File: src/common/tape_ctl_pkg.sv
// constants shared by the tape unit control logic
package tape_ctl_pkg;

   // ------------------------------------------------------------
   // clock and timing
   // ------------------------------------------------------------
   localparam int unsigned CLK_HZ        = 20_000_000;
   localparam int unsigned DEBOUNCE_MS   = 2;
   localparam int unsigned CAPTURE_NS    = 10_000;
   localparam int unsigned CAPTURE_CYC   =
      (CAPTURE_NS * (CLK_HZ / 1_000_000) + 999) / 1000;
   localparam int unsigned CAP_W         = 8;
   localparam int unsigned DEB_W         = 16;

   // ------------------------------------------------------------
   // register map
   // ------------------------------------------------------------
   localparam logic [3:0]  CTRL_ADDR     = 4'h0;
   localparam logic [3:0]  STATUS_ADDR   = 4'h4;
   localparam logic [4:0]  CTRL_RESET    = 5'h02;

   // control fields (straps and fitted options)
   localparam int unsigned CTL_ONL_REQ   = 0;
   localparam int unsigned CTL_SEC_CONT  = 1;
   localparam int unsigned CTL_TER_ADDR  = 2;
   localparam int unsigned CTL_AUTO_LOL  = 3;
   localparam int unsigned CTL_PNL_DIS   = 4;

   // status fields
   localparam int unsigned ST_ONLINE     = 0;
   localparam int unsigned ST_PRIMARY    = 1;
   localparam int unsigned ST_SECONDARY  = 2;
   localparam int unsigned ST_TERTIARY   = 3;
   localparam int unsigned ST_READY      = 4;
   localparam int unsigned ST_RDY_OFFL   = 5;
   localparam int unsigned ST_FWD        = 6;
   localparam int unsigned ST_REV        = 7;
   localparam int unsigned ST_WRITE      = 8;
   localparam int unsigned ST_OVERWRITE  = 9;
   localparam int unsigned ST_WEN        = 10;
   localparam int unsigned ST_LOCKOUT    = 11;

   // panel switch indices
   localparam int unsigned SW_ONLINE     = 0;
   localparam int unsigned SW_RESET      = 1;
   localparam int unsigned SW_FWD        = 2;
   localparam int unsigned SW_REV        = 3;
   localparam int unsigned SW_COUNT      = 4;

   localparam logic [1:0]  RESP_OKAY     = 2'h0;
   localparam logic [1:0]  RESP_SLVERR   = 2'h2;

endpackage

File: src/hdl/tape_unit_control.sv
// on-line, select, motion and write control of a reel tape transport
//
// Register access over AXI4-Lite and the register addresses were left to the implementer.

// Operation
// after load done, online press sets online
// online press while online clears online
// panel reset pulses resets low, clears online
// online status only when online and secondary
// rewind-and-unload command clears online
// controller strobes load-online with set timing
// load-online strobe energizes relay, sets online
// auto option raises strobe during load forward
// strobe fall at beginning marker sets online (here any strobe fall while off line sets it; bot_marker is not checked)
// lockout high when option, online and selected
// address gives primary select, maybe online-gated
// primary select drives selects and lamp
// strap: secondary continuous or like primary
// strap: tertiary on address or copies secondary
// ready only online, selected, idle, interlocked
// ready plus sync forward gives forward motion
// ready plus sync reverse gives reverse motion
// offline ready accepts manual panel motion
// manual motion blocked at end markers
// delayed capture latches write; write enable low
// forward, write, overwrite latch overwrite path
// record check low ends overwrite
// counter capture strobe; debounced switch pulses
module tape_unit_control
   import tape_ctl_pkg::*;
#(
   parameter int unsigned DEBOUNCE_CYC = DEBOUNCE_MS * (CLK_HZ / 1000)
)(
   input  wire logic        core_clk,
   input  wire logic        rst_n,
   // axi4-lite slave
   input  wire logic [3:0]  s_axi_awaddr,
   input  wire logic        s_axi_awvalid,
   output logic             s_axi_awready,
   input  wire logic [31:0] s_axi_wdata,
   input  wire logic [3:0]  s_axi_wstrb,
   input  wire logic        s_axi_wvalid,
   output logic             s_axi_wready,
   output logic [1:0]       s_axi_bresp,
   output logic             s_axi_bvalid,
   input  wire logic        s_axi_bready,
   input  wire logic [3:0]  s_axi_araddr,
   input  wire logic        s_axi_arvalid,
   output logic             s_axi_arready,
   output logic [31:0]      s_axi_rdata,
   output logic [1:0]       s_axi_rresp,
   output logic             s_axi_rvalid,
   input  wire logic        s_axi_rready,
   // panel switches, raw
   input  wire logic        online_sw,
   input  wire logic        reset_sw,
   input  wire logic        man_fwd_sw,
   input  wire logic        man_rev_sw,
   // transport state
   input  wire logic        load_done_flag,
   input  wire logic        load_seq_reset_n,
   input  wire logic        load_forward_flag,
   input  wire logic        load_busy,
   input  wire logic        rewind_active_flag,
   input  wire logic        interlock_ok,
   input  wire logic        eot_marker,
   input  wire logic        bot_marker,
   // controller interface
   input  wire logic        unit_address_in,
   input  wire logic        rewind_unload_cmd,
   input  wire logic        load_online_cmd,
   input  wire logic        sync_forward_cmd,
   input  wire logic        sync_reverse_cmd,
   input  wire logic        write_request_in,
   input  wire logic        overwrite_request_in,
   input  wire logic        record_check_pulse_n,
   output logic             online_status_out,
   output logic             ready_status_out,
   output logic             tertiary_select,
   // transport and panel outputs
   output logic             online_lamp,
   output logic             selected_lamp,
   output logic             select_data_out,
   output logic             select_ctrl_out,
   output logic             panel_lockout,
   output logic             interlock_relay,
   output logic             panel_reset_c_n,
   output logic             panel_reset_d_n,
   output logic             forward_motion,
   output logic             reverse_motion,
   output logic             write_enable_n
);

   // ------------------------------------------------------------
   // switch debounce
   // ------------------------------------------------------------
   logic [SW_COUNT-1:0] sw_raw;
   logic [SW_COUNT-1:0] sw_stable_r;
   logic [SW_COUNT-1:0] sw_prev_r;
   logic [SW_COUNT-1:0] sw_press;

   assign sw_raw = {man_rev_sw, man_fwd_sw, reset_sw, online_sw};

   // a level must hold for the whole window; contact bounce restarts it
   for (genvar i = 0; i < SW_COUNT; i++) begin : g_deb
      logic [DEB_W-1:0] cnt_r;
      always_ff @(posedge core_clk) begin
         if (!rst_n || sw_raw[i] == sw_stable_r[i]) begin
            cnt_r <= '0;
         end else if (cnt_r == DEB_W'(DEBOUNCE_CYC - 1)) begin
            cnt_r <= '0;
         end else begin
            cnt_r <= cnt_r + 1'b1;
         end
      end
      always_ff @(posedge core_clk) begin
         if (!rst_n) begin
            sw_stable_r[i] <= 1'b0;
            sw_prev_r[i]   <= 1'b0;
         end else begin
            if (sw_raw[i] != sw_stable_r[i] &&
                cnt_r == DEB_W'(DEBOUNCE_CYC - 1)) begin
               sw_stable_r[i] <= sw_raw[i];
            end
            sw_prev_r[i] <= sw_stable_r[i];
         end
      end
      assign sw_press[i] = sw_stable_r[i] & ~sw_prev_r[i];
   end

   // ------------------------------------------------------------
   // configuration register
   // ------------------------------------------------------------
   logic [4:0] ctrl_r;
   wire opt_onl_req  = ctrl_r[CTL_ONL_REQ];
   wire opt_sec_cont = ctrl_r[CTL_SEC_CONT];
   wire opt_ter_addr = ctrl_r[CTL_TER_ADDR];
   wire opt_auto_lol = ctrl_r[CTL_AUTO_LOL];
   wire opt_pnl_dis  = ctrl_r[CTL_PNL_DIS];

   // ------------------------------------------------------------
   // on-line logic
   // ------------------------------------------------------------
   logic online_state_r;
   logic strobe_r;

   wire reset_press = sw_press[SW_RESET];
   wire strobe_nxt  = load_online_cmd |
                      (opt_auto_lol & load_forward_flag &
                       ~rewind_active_flag & ~online_state_r);
   wire strobe_fall = strobe_r & ~strobe_nxt;
   wire online_clr  = reset_press | ~load_seq_reset_n |
                      rewind_unload_cmd;
   wire online_tgl  = sw_press[SW_ONLINE] & load_done_flag;
   wire online_set  = strobe_fall & ~online_state_r;
   wire online_nxt  = online_clr ? 1'b0 :
                      online_set ? 1'b1 :
                      online_tgl ? ~online_state_r :
                      online_state_r;

   always_ff @(posedge core_clk) begin
      if (!rst_n) begin
         online_state_r  <= 1'b0;
         strobe_r        <= 1'b0;
         panel_reset_c_n <= 1'b1;
         panel_reset_d_n <= 1'b1;
         interlock_relay <= 1'b0;
      end else begin
         online_state_r  <= online_nxt;
         strobe_r        <= strobe_nxt;
         panel_reset_c_n <= ~reset_press;
         panel_reset_d_n <= ~reset_press;
         interlock_relay <= strobe_nxt;
      end
   end

   // ------------------------------------------------------------
   // select, ready and motion decode
   // ------------------------------------------------------------
   wire primary_sel   = unit_address_in & (~opt_onl_req | online_nxt);
   wire secondary_sel = opt_sec_cont | primary_sel;
   wire tertiary_sel  = opt_ter_addr ? unit_address_in :
                        secondary_sel;
   wire idle_ok       = ~rewind_active_flag & ~load_busy & interlock_ok;
   wire ready_int     = online_nxt & primary_sel & idle_ok;
   wire ready_offline = ~online_nxt & idle_ok;
   wire man_fwd       = ready_offline & sw_stable_r[SW_FWD] &
                        ~eot_marker;
   wire man_rev       = ready_offline & sw_stable_r[SW_REV] &
                        ~bot_marker;
   wire fwd_nxt       = (ready_int & sync_forward_cmd) | man_fwd;
   wire rev_nxt       = (ready_int & sync_reverse_cmd) | man_rev;

   always_ff @(posedge core_clk) begin
      if (!rst_n) begin
         online_lamp       <= 1'b0;
         online_status_out <= 1'b0;
         selected_lamp     <= 1'b0;
         select_data_out   <= 1'b0;
         select_ctrl_out   <= 1'b0;
         tertiary_select   <= 1'b0;
         panel_lockout     <= 1'b0;
         ready_status_out  <= 1'b0;
         forward_motion    <= 1'b0;
         reverse_motion    <= 1'b0;
      end else begin
         online_lamp       <= online_nxt;
         online_status_out <= online_nxt & secondary_sel;
         selected_lamp     <= primary_sel;
         select_data_out   <= primary_sel;
         select_ctrl_out   <= primary_sel;
         tertiary_select   <= tertiary_sel;
         panel_lockout     <= opt_pnl_dis & online_nxt &
                              primary_sel;
         ready_status_out  <= ready_int;
         forward_motion    <= fwd_nxt;
         reverse_motion    <= rev_nxt;
      end
   end

   // ------------------------------------------------------------
   // write / overwrite capture
   // ------------------------------------------------------------
   logic [CAP_W-1:0] cap_cnt_r;
   logic             capture_r;
   logic             write_latched_r;
   logic             normal_path_r;
   logic             overwrite_r;

   // delay restarts on each start of forward motion and aborts on stop
   wire cap_start = fwd_nxt & ~forward_motion;
   wire cap_done  = forward_motion & (cap_cnt_r == CAP_W'(1));

   always_ff @(posedge core_clk) begin
      if (!rst_n || !fwd_nxt) begin
         cap_cnt_r <= '0;
      end else if (cap_start) begin
         cap_cnt_r <= CAP_W'(CAPTURE_CYC);
      end else if (cap_cnt_r != '0) begin
         cap_cnt_r <= cap_cnt_r - 1'b1;
      end
   end

   wire ovw_set = capture_r & write_request_in & overwrite_request_in;
   wire wen_nxt = (write_latched_r & normal_path_r) | overwrite_r;

   always_ff @(posedge core_clk) begin
      if (!rst_n) begin
         capture_r       <= 1'b0;
         write_latched_r <= 1'b0;
         normal_path_r   <= 1'b0;
         overwrite_r     <= 1'b0;
         write_enable_n  <= 1'b1;
      end else begin
         capture_r <= cap_done;
         if (capture_r) begin
            write_latched_r <= write_request_in;
            normal_path_r   <= ~overwrite_request_in;
         end else if (!forward_motion) begin
            write_latched_r <= 1'b0;
         end
         // a new capture wins over a coincident record check
         if (ovw_set) begin
            overwrite_r <= 1'b1;
         end else if (!record_check_pulse_n) begin
            overwrite_r <= 1'b0;
         end
         write_enable_n <= ~wen_nxt;
      end
   end

   // ------------------------------------------------------------
   // axi4-lite slave
   // ------------------------------------------------------------
   logic [3:0]  aw_addr_r;
   logic [31:0] w_data_r;
   logic [3:0]  w_strb_r;
   logic [11:0] status_w;

   assign status_w = {panel_lockout, ~write_enable_n, overwrite_r,
                      write_latched_r, reverse_motion, forward_motion,
                      ready_offline, ready_status_out, tertiary_select,
                      online_status_out, select_ctrl_out,
                      online_state_r};

   wire aw_hs   = s_axi_awvalid & s_axi_awready;
   wire w_hs    = s_axi_wvalid & s_axi_wready;
   wire aw_have = aw_hs | ~s_axi_awready;
   wire w_have  = w_hs | ~s_axi_wready;
   wire [3:0]  wr_addr = aw_hs ? s_axi_awaddr : aw_addr_r;
   wire [31:0] wr_data = w_hs ? s_axi_wdata : w_data_r;
   wire [3:0]  wr_strb = w_hs ? s_axi_wstrb : w_strb_r;
   wire wr_go   = aw_have & w_have & ~s_axi_bvalid;
   wire wr_ctrl = wr_go & (wr_addr == CTRL_ADDR);
   wire wr_ok   = (wr_addr == CTRL_ADDR) | (wr_addr == STATUS_ADDR);
   wire rd_hs   = s_axi_arvalid & s_axi_arready;
   wire rd_ctrl = s_axi_araddr == CTRL_ADDR;
   wire rd_stat = s_axi_araddr == STATUS_ADDR;
   wire [31:0] rd_data = rd_ctrl ? {27'h0000000, ctrl_r} :
                         rd_stat ? {20'h00000, status_w} : 32'h00000000;

   always_ff @(posedge core_clk) begin
      if (!rst_n) begin
         s_axi_awready <= 1'b1;
         s_axi_wready  <= 1'b1;
         s_axi_bvalid  <= 1'b0;
         s_axi_bresp   <= RESP_OKAY;
         aw_addr_r     <= 4'h0;
         w_data_r      <= 32'h00000000;
         w_strb_r      <= 4'h0;
         ctrl_r        <= CTRL_RESET;
      end else begin
         if (aw_hs) aw_addr_r <= s_axi_awaddr;
         if (w_hs) begin
            w_data_r <= s_axi_wdata;
            w_strb_r <= s_axi_wstrb;
         end
         if (aw_hs) s_axi_awready <= 1'b0;
         if (w_hs) s_axi_wready <= 1'b0;
         if (wr_go) begin
            s_axi_bvalid <= 1'b1;
            s_axi_bresp  <= wr_ok ? RESP_OKAY : RESP_SLVERR;
         end else if (s_axi_bvalid && s_axi_bready) begin
            s_axi_bvalid  <= 1'b0;
            s_axi_awready <= 1'b1;
            s_axi_wready  <= 1'b1;
         end
         if (wr_ctrl && wr_strb[0]) ctrl_r <= wr_data[4:0];
      end
   end

   always_ff @(posedge core_clk) begin
      if (!rst_n) begin
         s_axi_arready <= 1'b1;
         s_axi_rvalid  <= 1'b0;
         s_axi_rdata   <= 32'h00000000;
         s_axi_rresp   <= RESP_OKAY;
      end else if (rd_hs) begin
         s_axi_arready <= 1'b0;
         s_axi_rvalid  <= 1'b1;
         s_axi_rdata   <= rd_data;
         s_axi_rresp   <= (rd_ctrl | rd_stat) ? RESP_OKAY : RESP_SLVERR;
      end else if (s_axi_rvalid && s_axi_rready) begin
         s_axi_rvalid  <= 1'b0;
         s_axi_arready <= 1'b1;
      end
   end

   // ------------------------------------------------------------
   // assertions
   // ------------------------------------------------------------
   localparam int CAP_D = CAPTURE_CYC;
endmodule // tape_unit_control

File: config.mk
export PLATFORM = sky130hd
export DESIGN_NAME = tape_unit_control
export DESIGN_NICKNAME = d
export VERILOG_FILES = /design/src/common/tape_ctl_pkg.sv /design/src/hdl/tape_unit_control.sv
export SDC_FILE = /design/constraint.sdc
export NUM_CORES = 1
export LEC_CHECK = 0
export BUFFER_PORTS_ARGS = -buffer_cell sky130_fd_sc_hd__buf_4
export CAP_MARGIN = 20
export CORE_MARGIN = 1.5
export CORE_UTILIZATION = 25
export CTS_CLUSTER_DIAMETER = 120
export DETAILED_ROUTE_END_ITERATION = 8
export GPL_TIMING_DRIVEN = 0
export HOLD_SLACK_MARGIN = 0.1
export PLACE_DENSITY = 0.45
export SYNTH_ARGS = -nofsm -noshare
export SYNTH_HDL_FRONTEND = slang
export SYNTH_SLANG_ARGS = --single-unit
File: constraint.sdc
create_clock -name core_clk -period 2.85 [get_ports core_clk]
set_input_delay 0.4275 -clock core_clk [delete_from_list [all_inputs] [get_ports core_clk]]
set_output_delay 0.4275 -clock core_clk [all_outputs]
set_load 0.01 [all_outputs]
==> flow_metrics.py, run 1 <==
metrics = {
    "outcome": {
        "outcome": "finished clean",
    },
    "sta": {
        "hold_violations": 0,
        "rsz0062_at_grt": "false",
        "relSlewSlack": 0.3641,
        "finalSetupTns_ns": 0,
        "finalMaxSlewViolations": 0,
        "clock_skew_ns": 0.009261,
        "min_period_over_period": 0.7507,
        "fmax_ghz": 0.4674,
        "tightest_slew_ns": 0.9298,
        "finalCriticalPeriod_ns": 2.140,
        "setup_viol_count_final": 0,
    },
    "setup_path": {
        "worstReg2RegStart": "g_deb[2].cnt_r[0]",
        "critPathCaptureType": "flop",
        "crit_arrival_ns": 2.44,
        "worstSetupPathType": "flop to flop",
        "start_kind": "flop",
        "cp-startpoint": "g_deb[2].cnt_r[0]",
        "critPathMaxFanout": 10,
        "critPathRequiredTime_ns": 3.15,
    },
    "yosys": {
        "synth-async-reset-ratio": 0,
        "synth-seq-cells": 127,
        "synth.yosys.seq_area_share": 0.4638,
        "syn_area_per_cell_um2": 8.957,
        "ys.flop_type": "dfxtp_1",
        "syn_inst": 612,
        "yosysTopAreaCellShare": 0.4638,
        "yosys-top-cells-area": "dfxtp_1 46%, nor2_1 7.7%, xor2_1 5.4%",
        "synth_edf_count": 0,
        "yosys.area.top_type": "dfxtp_1",
        "synth_area_um2": 5482,
        "yosysUniqueCellTypes": 57,
        "yosysWarnings": 0,
    },
    "finish": {
        "multi_input_area_um2": 2651,
        "areaGrowthSynthToFinish_pct": 28.17,
        "finalInstanceArea_um2": 7025,
        "drive_above_1_share": 0.2022,
        "regArea_um2": 2542,
        "fillers": 2252,
        "fin_nets": 802,
        "diodes": 0,
        "layout_commonest_cell": "dfxtp_1",
        "final_core_util": 0.3300,
        "final_cell_mix": "127 x dfxtp_1, 113 x nor2_1, 97 x buf_4, 39 x nand3_1, 35 x nand2_1",
    },
    "clock_tree": {
        "postCtsSetupRepairBufs": 0,
        "cts.sink_count": 127,
        "cts_buffers": 17,
        "insertion_delay_ns": 0.42,
        "path_clk_slew_ns": 0.06,
        "cts_tree": "done",
        "cts_max_path_buffers": 2,
        "cts.hold.buffers_added": 0,
        "clock-root-buffer": "clkbuf_16",
        "ctsResizeCount": 0,
        "h-tree-depth": 4,
    },
    "pwr": {
        "p_sw_frac": 0.2318,
        "powerDensity_nw_per_um2": 599.6,
        "power_frac_seq": 0.434,
        "p_int_mw": 3.236,
        "p_switching_mw": 0.9763,
        "p_comb_frac": 0.062,
        "power_mw": 4.213,
        "leakage_nw": 2.768,
        "ir_worst_vdd_v": 0.0002973,
        "p_clk_frac": 0.504,
    },
    "hold_path": {
        "min_from": "overwrite_request_in",
        "hold_class": "input port to flop",
    },
    "placement": {
        "hpwl_um": 9265,
        "port_buffers": 72,
        "dpl_cell_area_um2": 6445,
        "place_congestion": 0.7390,
    },
    "global_route": {
        "grt_max_degree": 17,
        "grt_usage": 0.1176,
        "grt_pass1_wl_um": 20580,
        "grt.overflow.total": 0,
        "antenna_found_initial": 0,
        "grt_pass1_vias": 4081,
    },
    "floorplan": {
        "io_pins": 126,
        "start_util": 0.2575,
        "die_w_um": 151.1,
        "core_area_um2": 21290,
        "fp.dieH_um": 151.1,
        "die_area_um2": 22820,
        "placementRows": 53,
    },
    "route": {
        "avgRoutedWirePerCell_um": 12.50,
        "drc": 0,
        "ant_nets": 0,
        "drt-total-wl_um": 12650,
        "viasPerCell": 4.268,
        "vias": 4319,
        "drt_first_iter_violations": 232,
        "first_pass_iters": 4,
    },
    "flow_run": {
        "maxCapViolations": 0,
    },
}
## per-layer routing
layer / GRT usage / up-vias / wire length (um)
met5: 0 / - / 0
li1: - / 2258 / -
met3: 0.03042 / 20 / 627
met2: 0.1811 / 103 / 5409
met4: 0.05243 / 0 / 266
met1: 0.1542 / 1938 / 6343
## worst paths after layout
check | to | slack (ns) | depth (start not counted)
worst max-delay path | g_deb[2].cnt_r[14] | 0.71 | 8
worst min-delay path | normal_path_r | 0.21 | 2
worst max register to register | g_deb[2].cnt_r[14] | 0.71 | 8
worst min register to register | g_deb[3].cnt_r[0] | 0.44 | 1
## metrics by stage
stage | hold WS [ns] | setup slack (ns) | instances
after floorplan | 0.4116 | 1.119 | 633
after global placement | 0.4310 | 0.2922 | 980
after detailed placement | 0.4376 | 0.3321 | 980
after CTS | 0.1912 | 0.6631 | 1012
after global routing | 0.1951 | 0.5165 | 1012
final | 0.2101 | 0.7104 | 1012
## cell type report
cell class,count,area share
repair buffers,72,0.07694
multi-input cells,442,0.3774
clock buffers,18,0.06251
clock inverters,14,0.02012
plain buffers,45,0.04203
well taps,275,0.04898
inverters,19,0.01015
flip-flops and latches,127,0.3619
## Yosys cell counts (all sizes together) (2+ instances only)
cell type	n
a211oi	3
a21boi	2
a21oi	16
a22oi	6
and2	8
and3	13
and4	6
buf	32
clkbuf	13
dfxtp	127
ha	7
inv	18
mux2	3
mux2i	17
nand2	35
nand2b	6
nand3	39
nand3b	2
nand4	8
nand4b	2
nor2	115
nor2b	5
nor3	15
nor3b	2
nor4	4
nor4b	7
nor4bb	2
o21ai	8
o31ai	5
or3	7
xnor2	29
xor2	34
## sequential cells by signal, indices dropped and copies added (netlist names), 2 cells and up
register	cells
cap_cnt_r	8
ctrl_r	5
aw_addr_r	4
s_axi_rdata	12
sw_prev_r	2
w_data_r	5
g_deb.cnt_r	64
sw_stable_r	4
## cells by family after synthesis
family / Yosys count / share of synthesized area
AO/OA/AOI/OAI: 50 / 0.06003
XOR/XNOR: 63 / 0.1007
adder cells (fa/ha/maj): 7 / 0.01598
buffers and inverters: 64 / 0.06688
flip-flops: 127 / 0.4638
multiplexers: 20 / 0.03721
other: 1 / 0.0006841
AND/OR/NAND/NOR: 280 / 0.2547
## worst max-delay path, stage by stage, from the launching register on
cell and delay (ns):
dfxtp_1 0.37, ha_1 0.20, nand3_1 0.13, nor2_1 0.41, and3_1 0.28, or3_1 0.12
clkbuf_2 0.19, buf_2 0.25, nor2_1 0.07
## power groups by stage
stage                     Combinational, mW  Clock [mW]  Sequential, mW
after floorplan                       0.147           0            1.87
after global placement                0.266           0            1.86
after detailed placement              0.265           0            1.87
after CTS                             0.266        2.19            1.83
after global routing                  0.293        2.27            1.83
final                                 0.262        2.12            1.83
(Power assumes the default switching activity.)
==> run 2, diff against run 1 <==
--- a/config.mk
+++ b/config.mk
@@ -13,7 +13,7 @@
 export DETAILED_ROUTE_END_ITERATION = 8
 export GPL_TIMING_DRIVEN = 0
 export HOLD_SLACK_MARGIN = 0.1
-export PLACE_DENSITY = 0.45
+export PLACE_DENSITY = 0.47
 export SYNTH_ARGS = -nofsm -noshare
 export SYNTH_HDL_FRONTEND = slang
 export SYNTH_SLANG_ARGS = --single-unit
==> constraint.sdc (replaced) <==
create_clock -name core_clk -period 1.8 [get_ports core_clk]
set_input_delay 0.27 -clock core_clk [delete_from_list [all_inputs] [get_ports core_clk]]
set_output_delay 0.27 -clock core_clk [all_outputs]
set_load 0.01 [all_outputs]
==> run 2 against run 1 <==
Sequential power grew 58%. Total power grew 65%. Critical path depth unchanged. Setup slack worse by 0.65 ns. Critical path type unchanged.
==> flow_metrics.py, run 2 (synthesis gave the netlist of run 1 again) <==
metrics = {
    "sta": {
        "tightest_slew_ns": 0.6317,
        "worst_slack_ns": 0.06089,
        "finalCriticalPeriod_ns": 1.739,
        "hold_violations": 0,
        "finalMaxSlewViolations": 0,
        "finalSetupTns_ns": 0,
        "fmax_ghz": 0.5750,
        "clock_skew_ns": 0.006361,
        "min_period_over_period": 0.9662,
        "setup_viol_count_final": 0,
        "relSlewSlack": 0.5789,
        "whs_ns": 0.1242,
    },
    "global_route": {
        "antenna_found_initial": 0,
        "grt.overflow.total": 0,
        "grt_pass1_vias": 4056,
        "grt_max_degree": 17,
        "grt_pass1_wl_um": 20510,
        "grt_usage": 0.1181,
    },
    "finish": {
        "regMostFlops": "g_deb.cnt_r",
        "fin_nets": 817,
        "final_cell_mix": "120 x dfxtp_1, 109 x nor2_1, 106 x buf_4, 38 x nand3_1, 34 x xor2_1",
        "final_cells": 1027,
        "largest_registers": "g_deb.cnt_r x64, s_axi_rdata x12, cap_cnt_r x8",
        "diodes": 0,
        "finalInstanceArea_um2": 7366,
        "final_core_util": 0.3460,
        "largest_reg_flops": 64,
        "areaGrowthSynthToFinish_pct": 34.38,
        "fillers": 2209,
        "layout_commonest_cell": "dfxtp_1",
        "drive_above_1_share": 0.2447,
    },
    "clock_tree": {
        "clock-root-buffer": "clkbuf_16",
        "cts.sink_count": 127,
        "cts_tree": "done",
        "cts_max_path_buffers": 2,
        "insertion_delay_ns": 0.42,
        "h-tree-depth": 4,
        "cts_buffers": 17,
        "path_clk_slew_ns": 0.06,
    },
    "route": {
        "viasPerCell": 4.234,
        "drt-total-wl_um": 12840,
        "drt_first_iter_violations": 171,
        "ant_nets": 0,
        "avgRoutedWirePerCell_um": 12.50,
        "vias": 4348,
        "first_pass_iters": 4,
        "drc": 0,
    },
    "setup_path": {
        "crit_arrival_ns": 2.10,
        "critPathMaxFanout": 10,
        "critPathRequiredTime_ns": 2.16,
        "reg2regPathDepth": 8,
        "worstSetupPathType": "flop to flop",
        "critPathCaptureType": "flop",
        "start_kind": "flop",
    },
    "floorplan": {
        "fp.dieH_um": 151.1,
        "core_area_um2": 21290,
        "io_pins": 126,
        "die_area_um2": 22820,
        "die_w_um": 151.1,
        "placementRows": 53,
        "start_util": 0.2575,
    },
    "placement": {
        "place_inst": 980,
        "port_buffers": 72,
        "place_congestion": 0.7565,
        "dp_slack_ns": -0.5090,
        "dpl_cell_area_um2": 6445,
        "hpwl_um": 9309,
    },
    "outcome": {
        "outcome": "finished clean",
    },
    "pwr": {
        "power_mw": 6.957,
        "ir_worst_vdd_v": 0.0005981,
        "leakage_nw": 2.899,
        "powerDensity_nw_per_um2": 944.5,
    },
    "hold_path": {
        "worstHoldPathCells": 3,
        "hold_class": "input port to flop",
    },
    "flow_run": {
        "maxCapViolations": 0,
    },
}
run 2: cell types whose count changed in the layout (fill, tap and decap cells not counted), sizes merged:
cell and delta:
clkinv -2, bufinv +1, dlygate4sd3 +11, inv +4, clkinvlp -3, clkbuf -3
buf +7
run 2: final timing paths:
check                                  startpoint                  to  slack (ns)
worst max-delay path            g_deb[1].cnt_r[3]  g_deb[1].cnt_r[14]        0.06
worst min-delay path                 s_axi_rready        s_axi_rvalid        0.12
worst max register to register  g_deb[1].cnt_r[3]  g_deb[1].cnt_r[14]        0.06
worst min register to register  g_deb[3].cnt_r[0]   g_deb[3].cnt_r[0]        0.45
run 2: layout make-up:
| type | count | area, um^2 | area share |
|---|---|---|---|
| multi-input cells | 442 | 2780 | 0.3774 |
| flip-flops and latches | 127 | 2554 | 0.3467 |
| well taps | 275 | 344.1 | 0.04671 |
| clock inverters | 14 | 180.2 | 0.02446 |
| clock buffers | 18 | 439.2 | 0.05962 |
| repair buffers | 90 | 703.2 | 0.09546 |
| plain buffers | 42 | 294.0 | 0.03992 |
| inverters | 19 | 71.32 | 0.009682 |
run 2: metal layers:
metal,vias to the layer above,wire (um),track usage,share of wire
met5,-,0,0,0
met4,0,180,0.05000,0.014
met3,15,697,0.03223,0.054
met2,93,5543,0.1811,0.43
met1,1952,6415,0.1554,0.50
li1,2288,-,-,-
run 2: critical path: stages (launching register included):
cell     delay (ns)
dfxtp_2        0.33
and3_4         0.18
and3_4         0.17
buf_6          0.12
and4_4         0.17
or3_4          0.33
buf_6          0.15
buf_8          0.14
nor2_2         0.09
run 2: timing repair:
action / CTS / global route
gates resized for setup: 13 / 31
setup endpoints to repair: 65 / 60
hold buffers: 11 / 0
buffers inserted: 2 / 5
endpoints found under the hold margin: 8 / 0
gates cloned: 0 / 0
pin swaps: 3 / 3
run 2: power by group:
group	leakage [nW]	switching, mW	internal, mW	total (mW)
combinational	1.56	0.226	0.232	0.458
sequential	1.03	0.0338	2.86	2.89
clock	0.304	1.37	2.24	3.61
==> run 3, diff against run 2 <==
--- a/config.mk
+++ b/config.mk
@@ -8,12 +8,12 @@
 export BUFFER_PORTS_ARGS = -buffer_cell sky130_fd_sc_hd__buf_4
 export CAP_MARGIN = 20
 export CORE_MARGIN = 1.5
-export CORE_UTILIZATION = 25
+export CORE_UTILIZATION = 49
 export CTS_CLUSTER_DIAMETER = 120
 export DETAILED_ROUTE_END_ITERATION = 8
 export GPL_TIMING_DRIVEN = 0
 export HOLD_SLACK_MARGIN = 0.1
-export PLACE_DENSITY = 0.47
+export PLACE_DENSITY = 0.78
 export SYNTH_ARGS = -nofsm -noshare
 export SYNTH_HDL_FRONTEND = slang
 export SYNTH_SLANG_ARGS = --single-unit
==> run 3 against run 2 <==
Non-clock buffer count rose by 20. Total power fell by 0.92%. Critical path type unchanged. Sequential cell count did not move. Count of clock-buffer cells in the layout did not move. Setup slack got worse by 0.017 ns. Clock skew rose by 0.0012 ns. Clock power fell by 3%. Design area rose by 0.56%. Sequential share of layout area fell by 0.21 points. Via count rose by 8.4%. Core utilization rose by 33 points. Critical endpoint is now cap_cnt_r[6].
==> flow_metrics.py, run 3 (synthesis gave the netlist of run 1 again) <==
metrics = {
    "floorplan": {
        "die_w_um": 108.8,
        "placementRows": 38,
        "start_util": 0.5034,
        "io_pins": 126,
        "fp.dieH_um": 108.8,
        "die_area_um2": 11830,
        "core_area_um2": 10890,
    },
    "finish": {
        "final_core_util": 0.6803,
        "drive_above_1_share": 0.2370,
        "layout_commonest_cell": "dfxtp_1",
        "largest_reg_flops": 64,
        "largest_registers": "g_deb.cnt_r x64, s_axi_rdata x12, cap_cnt_r x8",
        "areaGrowthSynthToFinish_pct": 35.13,
        "regMostFlops": "g_deb.cnt_r",
        "diodes": 0,
        "final_cell_mix": "121 x dfxtp_1, 106 x nor2_1, 104 x buf_4, 38 x nand3_1, 35 x dlygate4sd3_1",
        "fin_nets": 837,
    },
    "route": {
        "vias": 4715,
        "drt-total-wl_um": 13100,
        "avgRoutedWirePerCell_um": 14.37,
        "first_pass_iters": 4,
        "drc": 0,
        "drt_first_iter_violations": 251,
        "viasPerCell": 5.170,
        "ant_nets": 0,
    },
    "clock_tree": {
        "cts_max_path_buffers": 2,
        "cts_buffers": 17,
        "clock-root-buffer": "clkbuf_8",
        "insertion_delay_ns": 0.52,
        "cts_tree": "done",
        "cts.sink_count": 127,
        "path_clk_slew_ns": 0.06,
        "h-tree-depth": 4,
    },
    "sta": {
        "finalMaxSlewViolations": 0,
        "finalSetupTns_ns": 0,
        "min_period_over_period": 0.9757,
        "finalCriticalPeriod_ns": 1.756,
        "hold_violations": 0,
        "relSlewSlack": 0.5907,
        "fmax_ghz": 0.5694,
        "tightest_slew_ns": 0.6140,
        "clock_skew_ns": 0.007526,
        "setup_viol_count_final": 0,
    },
    "setup_path": {
        "worstSetupPathType": "flop to flop",
        "start_kind": "flop",
        "critPathMaxFanout": 4,
        "crit_arrival_ns": 2.19,
        "crit_path_top_delay_cell": "or4b_4",
        "critPathRequiredTime_ns": 2.24,
        "crit_chain": "or3_4 -> or4b_4 -> xor2_2 -> a211oi_2",
        "critPathCaptureType": "flop",
        "slowest_delay_ns": 0.54,
    },
    "pwr": {
        "powerDensity_nw_per_um2": 930.7,
        "leakage_nw": 2.961,
        "ir_worst_vdd_v": 0.0005915,
        "power_mw": 6.894,
    },
    "global_route": {
        "antenna_found_initial": 0,
        "grt_pass1_wl_um": 20360,
        "grt.overflow.total": 0,
        "grt_max_degree": 17,
        "grt_pass1_vias": 4609,
        "grt_usage": 0.2236,
    },
    "placement": {
        "port_buffers": 72,
        "place_congestion": 0.8753,
        "hpwl_um": 8642,
    },
    "outcome": {
        "outcome": "finished clean",
    },
    "hold_path": {
        "hold_class": "input port to flop",
    },
    "flow_run": {
        "maxCapViolations": 0,
    },
}
## run 3: per-stage QoR
| step | worst slack [ns] | instances | instance area (um^2) | hold WS (ns) |
|---|---|---|---|---|
| after floorplan | 0.06932 | 633 | 5560 | 0.3701 |
| after global placement | -0.3948 | 845 | 6276 | 0.4265 |
| after detailed placement | -0.4568 | 845 | 6276 | 0.4345 |
| after CTS | 0.003516 | 909 | 7257 | 0.1360 |
| after global routing | -0.04279 | 912 | 7407 | 0.1385 |
| final | 0.04376 | 912 | 7407 | 0.1245 |
## run 3: final timing paths
path	start	depth (start not counted)	end	slack, ns
setup / recovery	cap_cnt_r[2]	4	cap_cnt_r[6]	0.04
hold / removal	load_busy	4	s_axi_rdata[5]	0.12
setup reg to reg	cap_cnt_r[2]	4	cap_cnt_r[6]	0.04
hold reg to reg	g_deb[3].cnt_r[0]	1	g_deb[3].cnt_r[0]	0.44
## run 3: metal layers
| metal | wire, um | global-route usage | up-vias |
|---|---|---|---|
| met3 | 734 | 0.05977 | 25 |
| met4 | 325 | 0.09305 | 0 |
| li1 | - | - | 2321 |
| met1 | 5497 | 0.2497 | 2208 |
| met5 | 0 | 0 | - |
| met2 | 6545 | 0.4003 | 161 |
## run 3: worst max-delay path, delay by kind of cell, from the launching register on
kind	cells	cell delay (ns)
and+or+nand+nor	2	0.95
DFF	1	0.34
AOI/OAI and AO/OA	1	0.22
xor gates and xnor gates	1	0.16
## run 3: final cells by class
| cell class | count | area [um^2] |
|---|---|---|
| repair buffers | 111 | 920.9 |
| well taps | 140 | 175.2 |
| clock buffers | 18 | 417.9 |
| fillers | 841 | 3481 |
| flip-flops and latches | 127 | 2552 |
| clock inverters | 14 | 190.2 |
| inverters | 19 | 71.32 |
| multi-input cells | 442 | 2789 |
| plain buffers | 41 | 290.3 |
## run 3: repair_timing
item,4_1_cts,5_1_grt
hold endpoints to repair,31,1
setup endpoints to repair,52,59
gates resized for setup,13,33
pin swaps,3,4
setup buffers,1,3
hold buffers,34,1
## run 3: report_power, final
| group | internal [mW] | switching, mW | leakage, nW |
|---|---|---|---|
| clock network | 2.25 | 1.25 | 0.295 |
| registers | 2.86 | 0.0354 | 1.03 |
| logic | 0.260 | 0.238 | 1.63 |
